**src/mepr_map.svh**
```systemverilog
// Register offsets, field positions, reset values and source layouts of the event pin router
`ifndef MEPR_MAP_SVH
`define MEPR_MAP_SVH

// ----------------------------------------------------------------------------
// Byte offsets
// ----------------------------------------------------------------------------
`define MEPR_OFF_A_DATA    8'h00
`define MEPR_OFF_A_MOTION  8'h04
`define MEPR_OFF_B_DATA    8'h08
`define MEPR_OFF_B_MOTION  8'h0c
`define MEPR_OFF_CTRL      8'h10
`define MEPR_OFF_SRC_WU    8'h14
`define MEPR_OFF_SRC_OR    8'h18
`define MEPR_OFF_SRC_TAP   8'h1c
`define MEPR_OFF_SRC_F1    8'h20
`define MEPR_OFF_SRC_F2    8'h24
`define MEPR_OFF_IRQ_STAT  8'h28
`define MEPR_OFF_IRQ_MASK  8'h2c

// ----------------------------------------------------------------------------
// Reset values
// ----------------------------------------------------------------------------
`define MEPR_RST_ROUTE     8'h00
`define MEPR_RST_CTRL      8'h00
`define MEPR_RST_IRQ       3'h0

// ----------------------------------------------------------------------------
// Event vector groups (bit 0 timer .. bit 12 step window)
// ----------------------------------------------------------------------------
`define MEPR_EV_BASIC      13'h00fc
`define MEPR_EV_CLR_WU     13'h00b0
`define MEPR_EV_CLR_OR     13'h0004
`define MEPR_EV_CLR_TAP    13'h0048
`define MEPR_EV_CLR_F1     13'h1e03
`define MEPR_EV_CLR_F2     13'h0100

`endif

```
**src/mepr_pkg.sv**
```systemverilog
// Types shared by the event pin router
package mepr_pkg;

    // Global control register, bit 7 downward
    typedef struct packed {
        logic den_active_high;
        logic den_latched_mode;
        logic basic_events_enable;
        logic gate_ready_on_pin_a;
        logic merge_pins;
        logic event_latch_enable;
        logic pin_drive_open;
        logic pin_polarity_low;
    } mepr_ctrl_s;

    // Live data and queue conditions
    typedef struct packed {
        logic temp_ready;
        logic queue_full;
        logic queue_overrun;
        logic queue_threshold;
        logic boot;
        logic gyro_ready;
        logic accel_ready;
    } mepr_data_s;

    // Detector events, timer at bit 0
    typedef struct packed {
        logic step_window;
        logic step_wrap;
        logic significant_motion;
        logic step;
        logic magnetic_correction;
        logic inactivity;
        logic single_tap;
        logic wakeup;
        logic freefall;
        logic double_tap;
        logic orientation;
        logic tilt;
        logic timer;
    } mepr_events_s;

    // Mark pulse ready sequencer
    typedef enum logic [1:0] {
        MEPR_DEN_IDLE  = 2'b00,
        MEPR_DEN_ARMED = 2'b01,
        MEPR_DEN_FIRE  = 2'b11
    } mepr_den_e;

endpackage

```
**src/mepr_pin_drive.sv**
```systemverilog
// Output stage of one event pin: polarity and drive mode
`timescale 1ns/1ps
module mepr_pin_drive
(
    // Clock and reset
    input  wire logic mclk,
    input  wire logic rst_n,
    // Control
    input  wire logic asserted,
    input  wire logic polarity_low,
    input  wire logic drive_open,
    // Pin
    output logic      pin_out,
    output logic      pin_oe
);
    logic pin_out_next;
    logic pin_oe_next;

    assign pin_out_next = asserted ^ polarity_low;
    assign pin_oe_next  = ~drive_open | asserted;

    always_ff @(posedge mclk)
    begin
        if (!rst_n)
        begin
            pin_out <= 1'b0;
            pin_oe  <= 1'b1;
        end
        else
        begin
            pin_out <= pin_out_next;
            pin_oe  <= pin_oe_next;
        end
    end
endmodule

```
**src/mepr_router.sv**
```systemverilog
// Event pin router: route masks, latching, mark pulse and APB registers
`timescale 1ns/1ps
`include "mepr_map.svh"
module mepr_router
#(
    parameter int EV_W = 13
)
(
    // Clock and reset
    input  wire logic                  mclk,
    input  wire logic                  rst_n,
    // APB slave
    input  wire logic                  psel,
    input  wire logic                  penable,
    input  wire logic                  pwrite,
    input  wire logic [7:0]            paddr,
    input  wire logic [31:0]           pwdata,
    output logic      [31:0]           prdata,
    output logic                       pready,
    output logic                       pslverr,
    // Sources
    input  wire mepr_pkg::mepr_data_s   data_in,
    input  wire mepr_pkg::mepr_events_s events_in,
    input  wire logic                  accel_active,
    input  wire logic                  sample_mark_input,
    // Pins
    output logic                       event_pin_a_out,
    output logic                       event_pin_a_oe,
    output logic                       event_pin_b_out,
    output logic                       event_pin_b_oe,
    // Interrupt
    output logic                       irq
);
    import mepr_pkg::*;

    // ------------------------------------------------------------------------
    // Registers
    // ------------------------------------------------------------------------
    logic [7:0]       a_data_reg;
    logic [7:0]       a_motion_reg;
    logic [7:0]       b_data_reg;
    logic [7:0]       b_motion_reg;
    mepr_ctrl_s       ctrl_reg;
    logic [2:0]       irq_stat_reg;
    logic [2:0]       irq_mask_reg;
    logic [2:0]       irq_stat_next;
    logic [EV_W-1:0]  held_reg;
    logic [EV_W-1:0]  held_next;
    logic [31:0]      prdata_next;
    logic             mark_sync1_reg;
    logic             mark_sync2_reg;
    logic             mark_act_reg;
    mepr_den_e        den_reg;
    mepr_den_e        den_next;
    logic             accel_rdy_reg;
    logic             assert_a_reg;
    logic             assert_b_reg;

    // ------------------------------------------------------------------------
    // Bus decode
    // ------------------------------------------------------------------------
    wire access_req  = psel & penable & ~pready;
    wire access_done = psel & penable & pready;
    wire wr_done     = access_done & pwrite;
    wire rd_done     = access_done & ~pwrite;
    wire sel_a_data  = paddr == `MEPR_OFF_A_DATA;
    wire sel_a_mot   = paddr == `MEPR_OFF_A_MOTION;
    wire sel_b_data  = paddr == `MEPR_OFF_B_DATA;
    wire sel_b_mot   = paddr == `MEPR_OFF_B_MOTION;
    wire sel_ctrl    = paddr == `MEPR_OFF_CTRL;
    wire sel_wu      = paddr == `MEPR_OFF_SRC_WU;
    wire sel_or      = paddr == `MEPR_OFF_SRC_OR;
    wire sel_tap     = paddr == `MEPR_OFF_SRC_TAP;
    wire sel_f1      = paddr == `MEPR_OFF_SRC_F1;
    wire sel_f2      = paddr == `MEPR_OFF_SRC_F2;
    wire sel_istat   = paddr == `MEPR_OFF_IRQ_STAT;
    wire sel_imask   = paddr == `MEPR_OFF_IRQ_MASK;
    wire sel_any     = sel_a_data | sel_a_mot | sel_b_data | sel_b_mot | sel_ctrl
                     | sel_wu | sel_or | sel_tap | sel_f1 | sel_f2 | sel_istat | sel_imask;

    // ------------------------------------------------------------------------
    // Event qualification and latching
    // ------------------------------------------------------------------------
    // Detectors see accelerometer data only, so a sleeping accelerometer silences them
    wire [EV_W-1:0] ev_raw   = events_in;
    wire [EV_W-1:0] ev_basic = ctrl_reg.basic_events_enable ? {EV_W{1'b1}}
                                                            : ~`MEPR_EV_BASIC;
    wire [EV_W-1:0] ev_live  = ev_raw & ev_basic & {EV_W{accel_active}};

    // A source register read clears only the flags it reports
    wire [EV_W-1:0] ev_clear = ({EV_W{rd_done & sel_wu}}  & `MEPR_EV_CLR_WU)
                             | ({EV_W{rd_done & sel_or}}  & `MEPR_EV_CLR_OR)
                             | ({EV_W{rd_done & sel_tap}} & `MEPR_EV_CLR_TAP)
                             | ({EV_W{rd_done & sel_f1}}  & `MEPR_EV_CLR_F1)
                             | ({EV_W{rd_done & sel_f2}}  & `MEPR_EV_CLR_F2);

    genvar gi;
    generate
        for (gi = 0; gi < EV_W; gi++)
        begin : g_held
            // A new event in the clearing cycle survives
            assign held_next[gi] = ev_live[gi] | (held_reg[gi] & ~ev_clear[gi]);
        end
    endgenerate

    // Flags seen by software, routed or not
    wire [EV_W-1:0] ev_seen = held_reg | ev_live;
    // Latch applies only on the pin path; unrouted events never hold a pin
    wire [EV_W-1:0] ev_pin  = ctrl_reg.event_latch_enable ? ev_seen : ev_live;
    wire mepr_events_s ev_p = ev_pin;

    // ------------------------------------------------------------------------
    // Mark pulse and gated data ready
    // ------------------------------------------------------------------------
    wire mark_act  = ctrl_reg.den_active_high ? mark_sync2_reg : ~mark_sync2_reg;
    wire mark_end  = mark_act_reg & ~mark_act;
    wire gate_mode = ctrl_reg.den_latched_mode & ctrl_reg.gate_ready_on_pin_a;
    wire sample_new = data_in.accel_ready & ~accel_rdy_reg;
    wire den_pulse = den_reg == MEPR_DEN_FIRE;

    always_comb
    begin
        den_next = den_reg;
        case (den_reg)
            MEPR_DEN_IDLE:
                if (gate_mode && mark_end)
                    den_next = MEPR_DEN_ARMED;
            MEPR_DEN_ARMED:
                if (!gate_mode)
                    den_next = MEPR_DEN_IDLE;
                else if (sample_new)
                    den_next = MEPR_DEN_FIRE;
            MEPR_DEN_FIRE:
                den_next = MEPR_DEN_IDLE;
            default:
                den_next = MEPR_DEN_IDLE;
        endcase
    end

    // ------------------------------------------------------------------------
    // Routing
    // ------------------------------------------------------------------------
    // In gated mode the plain ready lines of the pin A route yield pin A to the single mark pulse; with merge_pins, pin B ready routes still reach it
    wire rdy_a_on = ~gate_mode;

    wire [7:0] a_data_src = {ev_p.step, ev_p.significant_motion, data_in.queue_full,
                             data_in.queue_overrun, data_in.queue_threshold, data_in.boot,
                             data_in.gyro_ready & rdy_a_on,
                             data_in.accel_ready & rdy_a_on};
    wire [7:0] a_mot_src  = ev_pin[7:0];
    wire [7:0] b_data_src = {ev_p.step_window, ev_p.step_wrap, data_in.queue_full,
                             data_in.queue_overrun, data_in.queue_threshold,
                             data_in.temp_ready, data_in.gyro_ready,
                             data_in.accel_ready};
    wire [7:0] b_mot_src  = {ev_pin[7:1], ev_p.magnetic_correction};

    wire hit_a = |(a_data_src & a_data_reg) | |(a_mot_src & a_motion_reg)
               | den_pulse;
    wire hit_b = |(b_data_src & b_data_reg) | |(b_mot_src & b_motion_reg);
    wire assert_a_next = hit_a | (ctrl_reg.merge_pins & hit_b);
    wire assert_b_next = hit_b & ~ctrl_reg.merge_pins;

    // ------------------------------------------------------------------------
    // Interrupt status
    // ------------------------------------------------------------------------
    wire [2:0] irq_set = {den_pulse, assert_b_next & ~assert_b_reg,
                          assert_a_next & ~assert_a_reg};
    wire [2:0] irq_clr = (wr_done & sel_istat) ? pwdata[2:0] : 3'h0;
    assign irq_stat_next = irq_set | (irq_stat_reg & ~irq_clr);
    wire irq_next = |(irq_stat_next & irq_mask_reg);

    // ------------------------------------------------------------------------
    // Read data
    // ------------------------------------------------------------------------
    always_comb
    begin
        prdata_next = 32'h0000_0000;
        case (1'b1)
            sel_a_data: prdata_next[7:0] = a_data_reg;
            sel_a_mot:  prdata_next[7:0] = a_motion_reg;
            sel_b_data: prdata_next[7:0] = b_data_reg;
            sel_b_mot:  prdata_next[7:0] = b_motion_reg;
            sel_ctrl:   prdata_next[7:0] = ctrl_reg;
            sel_wu:     prdata_next[2:0] = {ev_seen[7], ev_seen[5], ev_seen[4]};
            sel_or:     prdata_next[0]   = ev_seen[2];
            sel_tap:    prdata_next[1:0] = {ev_seen[3], ev_seen[6]};
            sel_f1:     prdata_next[5:0] = {ev_seen[0], ev_seen[12:9], ev_seen[1]};
            sel_f2:     prdata_next[0]   = ev_seen[8];
            sel_istat:  prdata_next[2:0] = irq_stat_reg;
            sel_imask:  prdata_next[2:0] = irq_mask_reg;
            default:    prdata_next = 32'h0000_0000;
        endcase
    end

    // ------------------------------------------------------------------------
    // Bus slave flops
    // ------------------------------------------------------------------------
    // One wait state so read data and the error flag come from flops
    always_ff @(posedge mclk)
    begin
        if (!rst_n)
        begin
            pready  <= 1'b0;
            pslverr <= 1'b0;
            prdata  <= 32'h0000_0000;
        end
        else
        begin
            pready  <= access_req;
            pslverr <= access_req & ~sel_any;
            prdata  <= (access_req & ~pwrite) ? prdata_next : 32'h0000_0000;
        end
    end

    // ------------------------------------------------------------------------
    // Configuration registers
    // ------------------------------------------------------------------------
    always_ff @(posedge mclk)
    begin
        if (!rst_n)
        begin
            a_data_reg   <= `MEPR_RST_ROUTE;
            a_motion_reg <= `MEPR_RST_ROUTE;
            b_data_reg   <= `MEPR_RST_ROUTE;
            b_motion_reg <= `MEPR_RST_ROUTE;
            ctrl_reg     <= `MEPR_RST_CTRL;
            irq_mask_reg <= `MEPR_RST_IRQ;
        end
        else if (wr_done)
        begin
            if (sel_a_data)
                a_data_reg <= pwdata[7:0];
            if (sel_a_mot)
                a_motion_reg <= pwdata[7:0];
            if (sel_b_data)
                b_data_reg <= pwdata[7:0];
            if (sel_b_mot)
                b_motion_reg <= pwdata[7:0];
            if (sel_ctrl)
                ctrl_reg <= pwdata[7:0];
            if (sel_imask)
                irq_mask_reg <= pwdata[2:0];
        end
    end

    // ------------------------------------------------------------------------
    // Event, sequencer and pin state
    // ------------------------------------------------------------------------
    always_ff @(posedge mclk)
    begin
        if (!rst_n)
        begin
            held_reg     <= '0;
            irq_stat_reg <= `MEPR_RST_IRQ;
            irq          <= 1'b0;
            den_reg      <= MEPR_DEN_IDLE;
            accel_rdy_reg <= 1'b0;
            assert_a_reg <= 1'b0;
            assert_b_reg <= 1'b0;
        end
        else
        begin
            held_reg     <= held_next;
            irq_stat_reg <= irq_stat_next;
            irq          <= irq_next;
            den_reg      <= den_next;
            accel_rdy_reg <= data_in.accel_ready;
            assert_a_reg <= assert_a_next;
            assert_b_reg <= assert_b_next;
        end
    end

    // Mark pin comes from outside, two flops before use
    always_ff @(posedge mclk)
    begin
        if (!rst_n)
        begin
            // Idle level of the default active-low mark, so leaving reset gives no false end
            mark_sync1_reg <= 1'b1;
            mark_sync2_reg <= 1'b1;
            mark_act_reg   <= 1'b0;
        end
        else
        begin
            mark_sync1_reg <= sample_mark_input;
            mark_sync2_reg <= mark_sync1_reg;
            mark_act_reg   <= mark_act;
        end
    end

    // ------------------------------------------------------------------------
    // Pin stages
    // ------------------------------------------------------------------------
    mepr_pin_drive u_pin_a
    (
        .mclk         (mclk),
        .rst_n        (rst_n),
        .asserted     (assert_a_reg),
        .polarity_low (ctrl_reg.pin_polarity_low),
        .drive_open   (ctrl_reg.pin_drive_open),
        .pin_out      (event_pin_a_out),
        .pin_oe       (event_pin_a_oe)
    );

    mepr_pin_drive u_pin_b
    (
        .mclk         (mclk),
        .rst_n        (rst_n),
        .asserted     (assert_b_reg),
        .polarity_low (ctrl_reg.pin_polarity_low),
        .drive_open   (ctrl_reg.pin_drive_open),
        .pin_out      (event_pin_b_out),
        .pin_oe       (event_pin_b_oe)
    );
endmodule

```
**config.mk**
```make
export PLATFORM = sky130hd
export DESIGN_NAME = mepr_router
export DESIGN_NICKNAME = d
export VERILOG_FILES = /design/src/mepr_pkg.sv /design/src/mepr_pin_drive.sv /design/src/mepr_router.sv
export VERILOG_INCLUDE_DIRS = /design/src /design/src/src
export SDC_FILE = /design/constraint.sdc
export NUM_CORES = 1
export LEC_CHECK = 0
export BUFFER_PORTS_ARGS = -buffer_cell sky130_fd_sc_hd__buf_4
export CAP_MARGIN = 0
export CORE_AREA = 8 8 103 96
export DETAILED_ROUTE_END_ITERATION = 10
export DIE_AREA = 0 0 111 104
export PLACE_DENSITY = 0.78
export SLEW_MARGIN = 30
export SYNTH_ARGS = -nofsm -noshare
export SYNTH_HDL_FRONTEND = slang
export SYNTH_HIERARCHICAL = 1
export SYNTH_SLANG_ARGS = --single-unit
```
**constraint.sdc**
```tcl
create_clock -name mclk -period 3.15 [get_ports mclk]
set_input_delay 0.945 -clock mclk [delete_from_list [all_inputs] [get_ports mclk]]
set_output_delay 0.945 -clock mclk [all_outputs]
set_load 0.05 [all_outputs]
```
Word-level counts from Yosys, hierarchy flattened --
Index checks and enable logic that the tools add are counted. W data, S select, Z words.
Storage, ports and cells: bits in registers 106, input bits 67, output and inout bits 39, word-level logic and storage cells 226
Operators by class: equal/unequal tests 15, multiplexer cells 58, bitwise gates (word level) 106, reduce and logical (&&, ||, !) cells 16
Operator list (count):
- $mux W1 | 37
- $and A1 B1 Y1 | 35
- $and A8 B8 Y8 | 4
- $eq A8 B5 Y1 const B | 4
- $eq A8 B6 Y1 const B | 4
- $reduce_or A8 Y1 | 4
- $mux W3 | 10
- $or A1 B1 Y1 | 30
- $and A13 B13 Y13 | 2
- $not A1 Y1 | 24
- $eq A8 B4 Y1 const B | 2
- $mux W2 | 8
- $reduce_and A2 Y1 | 8
- $mux W13 | 1
- $or A13 B13 Y13 | 1
- $or A13 B9 Y13 | 1
- $or A8 B13 Y13 | 1
- $eq A8 B3 Y1 const B | 1
- $logic_not A8 Y1 | 1
- $mux W8 | 1
- $or A8 B3 Y8 | 1
- $or A8 B7 Y8 | 1
- $and A3 B3 Y3 | 2
- $pmux W2 S2 | 1
- 10 further kinds | 11

Depth between registers and ports, before layout --
depth after elaboration 14, mapped depth 7, gate-level depth less buffers 5

Cells and area by module --
The synthesis kept the hierarchy.
Modules (own cells, without submodules):
- mepr_router | times used 1, cells each 454, area each 4033.9 µm², sequential area each 1561.5 µm²
- mepr_pin_drive | times used 2, cells each 5, area each 62.6 µm², sequential area each 40.0 µm²

Least setup slack after synthesis --
Ideal clock, no wire load.
path type input -> register, start point input port accel_active, end point register irq, library setup time 0.140 ns, arrival time 2.386 ns, required time 3.010 ns, path slack 0.624 ns, cell stages on the path 7, path through buf_2 and2_1 clkbuf_1 a22o_1 a221o_1 o311ai_0 o211ai_1
On the way: cells in the longest elaborated chain, start to end 12, elaborated cells on any way between the ends 22, those cells by class 1 x mux; 16 x bitwise; 5 x reduce/logical
RTL lines:
- start, declared | RTL line mepr_router.sv:24 | input wire logic accel_active,
- $and A13 B13 Y13 (*) | RTL line mepr_router.sv:88 | wire [EV_W-1:0] ev_live = ev_raw & ev_basic & {EV_W{accel_active}};
- $or A13 B13 Y13 | RTL line mepr_router.sv:107 | wire [EV_W-1:0] ev_seen = held_reg | ev_live;
- $mux W13 (*) | RTL line mepr_router.sv:109 | wire [EV_W-1:0] ev_pin = ctrl_reg.event_latch_enable ? ev_seen : ev_live;
- $and A8 B8 Y8, on equally long branches | RTL line mepr_router.sv:157, mepr_router.sv:159
- $reduce_or A8 Y1, on equally long branches | RTL line mepr_router.sv:157, mepr_router.sv:159
- $or A1 B1 Y1, on equally long branches | RTL line mepr_router.sv:157, mepr_router.sv:159
- $or A1 B1 Y1 / $and A1 B1 Y1 (equally long branches) | RTL line mepr_router.sv:158, mepr_router.sv:160
- $or A1 B1 Y1 | RTL line mepr_router.sv:160 | wire assert_a_next = hit_a | (ctrl_reg.merge_pins & hit_b);
- $and A1 B1 Y1 | RTL line mepr_router.sv:167 | assert_a_next & ~assert_a_reg};
- $or A3 B3 Y3 (*) | RTL line mepr_router.sv:169 | assign irq_stat_next = irq_set | (irq_stat_reg & ~irq_clr);
- $and A3 B3 Y3 (*) | RTL line mepr_router.sv:170 | wire irq_next = |(irq_stat_next & irq_mask_reg);
- $reduce_or A3 Y1 (*) | RTL line mepr_router.sv:170
- end signal, assigned | RTL line mepr_router.sv:265 | irq <= irq_next;
- end, declared | RTL line mepr_router.sv:32 | output logic irq
Every way passes the cells marked *; elsewhere a longest branch is shown, timed or not. A chain may end at the register's enable or synchronous reset.

Worst setup path after layout --
start point input port paddr[2], end point register irq
On the way: cells in the longest elaborated chain, start to end 8
RTL lines:
- start, declared | RTL line mepr_router.sv:16 | input wire logic [7:0] paddr,
- $eq A8 B6 Y1 (no source line)
- $and A1 B1 Y1 | RTL line mepr_router.sv:168 | wire [2:0] irq_clr = (wr_done & sel_istat) ? pwdata[2:0] : 3'h0;
- $mux W3 | RTL line mepr_router.sv:168
- $not A3 Y3 | RTL line mepr_router.sv:169
- $and A3 B3 Y3 | RTL line mepr_router.sv:169
- $or A3 B3 Y3 | RTL line mepr_router.sv:169
- $and A3 B3 Y3 | RTL line mepr_router.sv:170
- $reduce_or A3 Y1 | RTL line mepr_router.sv:170
No other way between the ends.

==> results.rst <==
.. list-table::
   :header-rows: 1

   * - Metric
     - Value
   * - Placeable Area
     - 8210 sq um
   * - Power spent charging and discharging nets
     - 590 uW
   * - Critical Path Max Stage Delay
     - 0.72 ns
   * - Sequential-to-total area share from yosys stat
     - 39.5%
   * - Count of standard-cell rows
     - 32
   * - Setup bufs post-CTS
     - 0
   * - Required time worst endpoint
     - 3.38 ns
   * - Kind of capture point of the worst setup path
     - flop
   * - Share of flip-flops with an asynchronous set or reset
     - 0%
   * - Number of levels the H-tree was split into
     - 3
   * - Leading cell types in the layout, fill and taps excluded
     - 82 x sky130_fd_sc_hd__dfxtp_1, 69 x sky130_fd_sc_hd__nor2_1, 66 x sky130_fd_sc_hd__buf_4
   * - FF+latch count, synth
     - 82
   * - Area taken by flip-flops and latches
     - 1640 sq um
   * - Detailed-route wire length
     - 12500 um
   * - Tightest slew margin relative to the limit
     - 48.8%
   * - List of cells traversed by the critical path
     - buf_4, or4b_1, nor3_4, a311oi_2, a221oi_2, o211ai_1
   * - Total number of vias
     - 3820
   * - Slew @ Worst Pin
     - 0.757 ns
   * - Maximum number of buffers from clock root to sink
     - 2
   * - Share of final-layout standard cells stronger than drive strength 1
     - 18.8%
   * - Total placed instance area
     - 4580 sq um
   * - Mapped Area
     - 4160 sq um
   * - Die H
     - 104 um
   * - Clk Latency, worst-skew pair
     - 0.37 ns
   * - Global-route wire length before repair
     - 20100 um
   * - Final-stage net count
     - 578
   * - Number of failing setup endpoints in the final timing report
     - 0
   * - CTS resizes
     - 0
   * - Diode count
     - 0
   * - Master cell of the clock root buffer
     - sky130_fd_sc_hd__clkbuf_8
   * - RSZ-0062 raised after global routing
     - false
   * - Cell area after layout
     - 4780 sq um
   * - CP Class
     - in2reg
   * - Main combinational cell family by area after synthesis
     - simple AND/OR/NAND/NOR gates
   * - Total iterations of the first detailed-routing run
     - 5
   * - Post-synth EDFFs
     - 0
   * - Worst Path Buf+Inv
     - 1
   * - Placed wire-length estimate
     - 9390 um
   * - Switching Share
     - 28.4%
   * - Max-cap violation count
     - 0
   * - Initial DRC count
     - 335
   * - Achievable frequency
     - 398 MHz
   * - Post-Syn Area per Cell
     - 8.96 sq um
   * - DR vias/cell
     - 6.18
   * - Synthesized instance count
     - 464
   * - Routed len/inst
     - 20.2 um
   * - Area Growth Syn to Fin
     - 15.0%
   * - Combinational cell fraction of total power
     - 10.6%
   * - Starting Density
     - 50.7%
   * - Clock network fraction of total power
     - 38.8%
   * - Compound-gate portion of the synthesized area
     - 19.5%
   * - Number of nets with antenna violations after detailed routing
     - 0
   * - Tcrit/Tclk final
     - 79.7%
   * - Area enclosed by the die boundary
     - 11500 sq um
   * - Via count of the first global-routing pass
     - 3855
   * - Library cell contributing the largest single delay on the critical path
     - sky130_fd_sc_hd__or4b_1
   * - Largest fanout on the critical path
     - 21
   * - Leading cell type in the layout, fill and taps excluded
     - sky130_fd_sc_hd__dfxtp_1
   * - Part of the power in registers
     - 50.5%
   * - Pin count of the biggest net entering global routing
     - 39
   * - Worst voltage drop across the vdd grid
     - 0.272 mV
   * - Adder-cell share of the synthesized area
     - 0%
   * - CTS Hold Bufs
     - 0
   * - DRC violation count after routing
     - 0
   * - Hold/Removal Path Class
     - reg2reg
   * - Most common flop cell mapped by yosys
     - sky130_fd_sc_hd__dfxtp_1
   * - Gr usage total
     - 21.3%
   * - Share of synthesized cell area in and, or, nand and nor gates
     - 19.8%
   * - CTS tree
     - done
   * - Antenna violations before repair
     - 0
   * - Fillers
     - 751
   * - Buffers added on ports
     - 57
   * - Run status
     - completed
   * - Number of flip-flops under the largest register name
     - 13
   * - Placer Congestion
     - 0.972
   * - XOR/XNOR share of the synthesized area
     - 0.632%
   * - Boundary pin count
     - 106
   * - Fin util
     - 58.3%
   * - Area used by multi-input combinational logic
     - 2250 sq um
   * - Count of warnings emitted by yosys
     - 6
   * - Leakage power figure
     - 0.00186 uW
   * - Final count of hold timing violations
     - 0
   * - Cell type group with the largest total delay on the critical path
     - simple AND/OR/NAND/NOR gates
   * - CTS clock-pin slew for the worst setup and hold paths
     - 0.09 ns
   * - Min cycle time layout
     - 2.51 ns
   * - Share of cell area taken by muxes after synthesis
     - 12.1%
   * - Count of unique library cells instantiated by Yosys
     - 62
   * - Worst Setup Start Kind
     - primary input
   * - Residual overflow from global routing
     - 0
   * - Horizontal die dimension
     - 111 um
   * - TritonCTS Sinks
     - 82
   * - Clock tree skew after final layout
     - 0.00965 ns
   * - Final max-slew violation count
     - 0
   * - Cts bufs inserted
     - 9
   * - Critical path arrival
     - 2.74 ns
   * - Power density normalized to cell area
     - 435 nW/um^2
   * - Aggregate negative setup slack
     - 0 ns
   * - Int Pwr
     - 1490 uW
cells by family (layout without fill, tap and decap cells):
| group | count (synthesis) | in the layout |
|---|---|---|
| other | 1 | 24 |
| AND/OR/NAND/NOR | 156 | 156 |
| flip-flops | 82 | 82 |
| XOR/XNOR | 3 | 3 |
| buffers and inverters | 60 | 89 |
| multiplexers | 50 | 50 |
| AO/OA/AOI/OAI | 112 | 112 |
power groups by stage:
stage                     clock (uW)  combinational (uW)  sequential [uW]
after floorplan                    0                 157             1080
after global placement             0                 213             1080
after detailed placement           0                 216             1080
after CTS                        811                 216             1050
after global routing             854                 232             1050
final                            808                 221             1050
synthesized netlist by cell type, types with 4 or more instances:
cell type	n	area, sq um
sky130_fd_sc_hd__a21oi_1	27	135
sky130_fd_sc_hd__nand2_1	24	90.1
sky130_fd_sc_hd__clkbuf_1	17	63.8
sky130_fd_sc_hd__a222oi_1	5	50.1
sky130_fd_sc_hd__buf_2	8	40.0
sky130_fd_sc_hd__and2_1	5	31.3
sky130_fd_sc_hd__a22oi_1	22	165
sky130_fd_sc_hd__a22o_1	10	87.6
sky130_fd_sc_hd__a211oi_1	4	30.0
sky130_fd_sc_hd__nor3_4	4	65.1
sky130_fd_sc_hd__or3_1	5	31.3
sky130_fd_sc_hd__or4b_1	4	40.0
sky130_fd_sc_hd__nand4b_1	4	35.0
sky130_fd_sc_hd__dfxtp_1	82	1640
sky130_fd_sc_hd__mux2i_1	49	490
sky130_fd_sc_hd__buf_4	25	188
sky130_fd_sc_hd__inv_1	4	15.0
sky130_fd_sc_hd__nor3_1	8	40.0
sky130_fd_sc_hd__o31ai_1	5	37.5
sky130_fd_sc_hd__o21ai_0	9	45.0
sky130_fd_sc_hd__nand3_1	8	40.0
sky130_fd_sc_hd__nor2_1	69	259
worst paths after layout:
check / startpoint / end / slack (ns) / depth (start not counted)
hold / removal: accel_rdy_reg / den_reg[1] / 0.40 / 1
setup reg to reg: ctrl_reg[5] / irq / 1.15 / 5
hold reg to reg: accel_rdy_reg / den_reg[1] / 0.40 / 1
setup / recovery: paddr[2] / irq / 0.64 / 6
stage by stage:
step / setup slack, ns / power, uW / instances / hold slack, ns
detailed placement: 0.280 / 1290 / 602 / 0.387
finish: 0.641 / 2080 / 618 / 0.397
global placement: 0.285 / 1290 / 602 / 0.379
floorplan: 0.624 / 1230 / 487 / 0.373
CTS: 0.642 / 2080 / 618 / 0.400
global route: 0.545 / 2140 / 618 / 0.422
final cells by class:
class	instances	share of cell area, %
Inverter	5	0.392
Multi-Input combinational cell	345	47.1
Clock buffer	9	2.59
Sequential cell	82	34.3
Clock inverter	7	1.73
Timing Repair Buffer	68	11.2
Tap cell	102	2.67
layer usage:
metal / part of all wire (%) / vias up / track usage [%]
met4: 2.5 / 0 / 8.20
met5: 0 / - / 0
li1: - / 1752 / -
met3: 12 / 35 / 5.71
met1: 40 / 1793 / 27.2
met2: 46 / 240 / 33.3
worst reg2reg max path, cell delays in order, from the launching register on:
cell and delay (ns):
sky130_fd_sc_hd__dfxtp_1 0.43, sky130_fd_sc_hd__and2_1 0.29, sky130_fd_sc_hd__a22o_1 0.23, sky130_fd_sc_hd__a221o_1 0.43, sky130_fd_sc_hd__o311ai_0 0.37, sky130_fd_sc_hd__o211ai_1 0.13
Note: power is estimated with default switching activity, not from simulation.
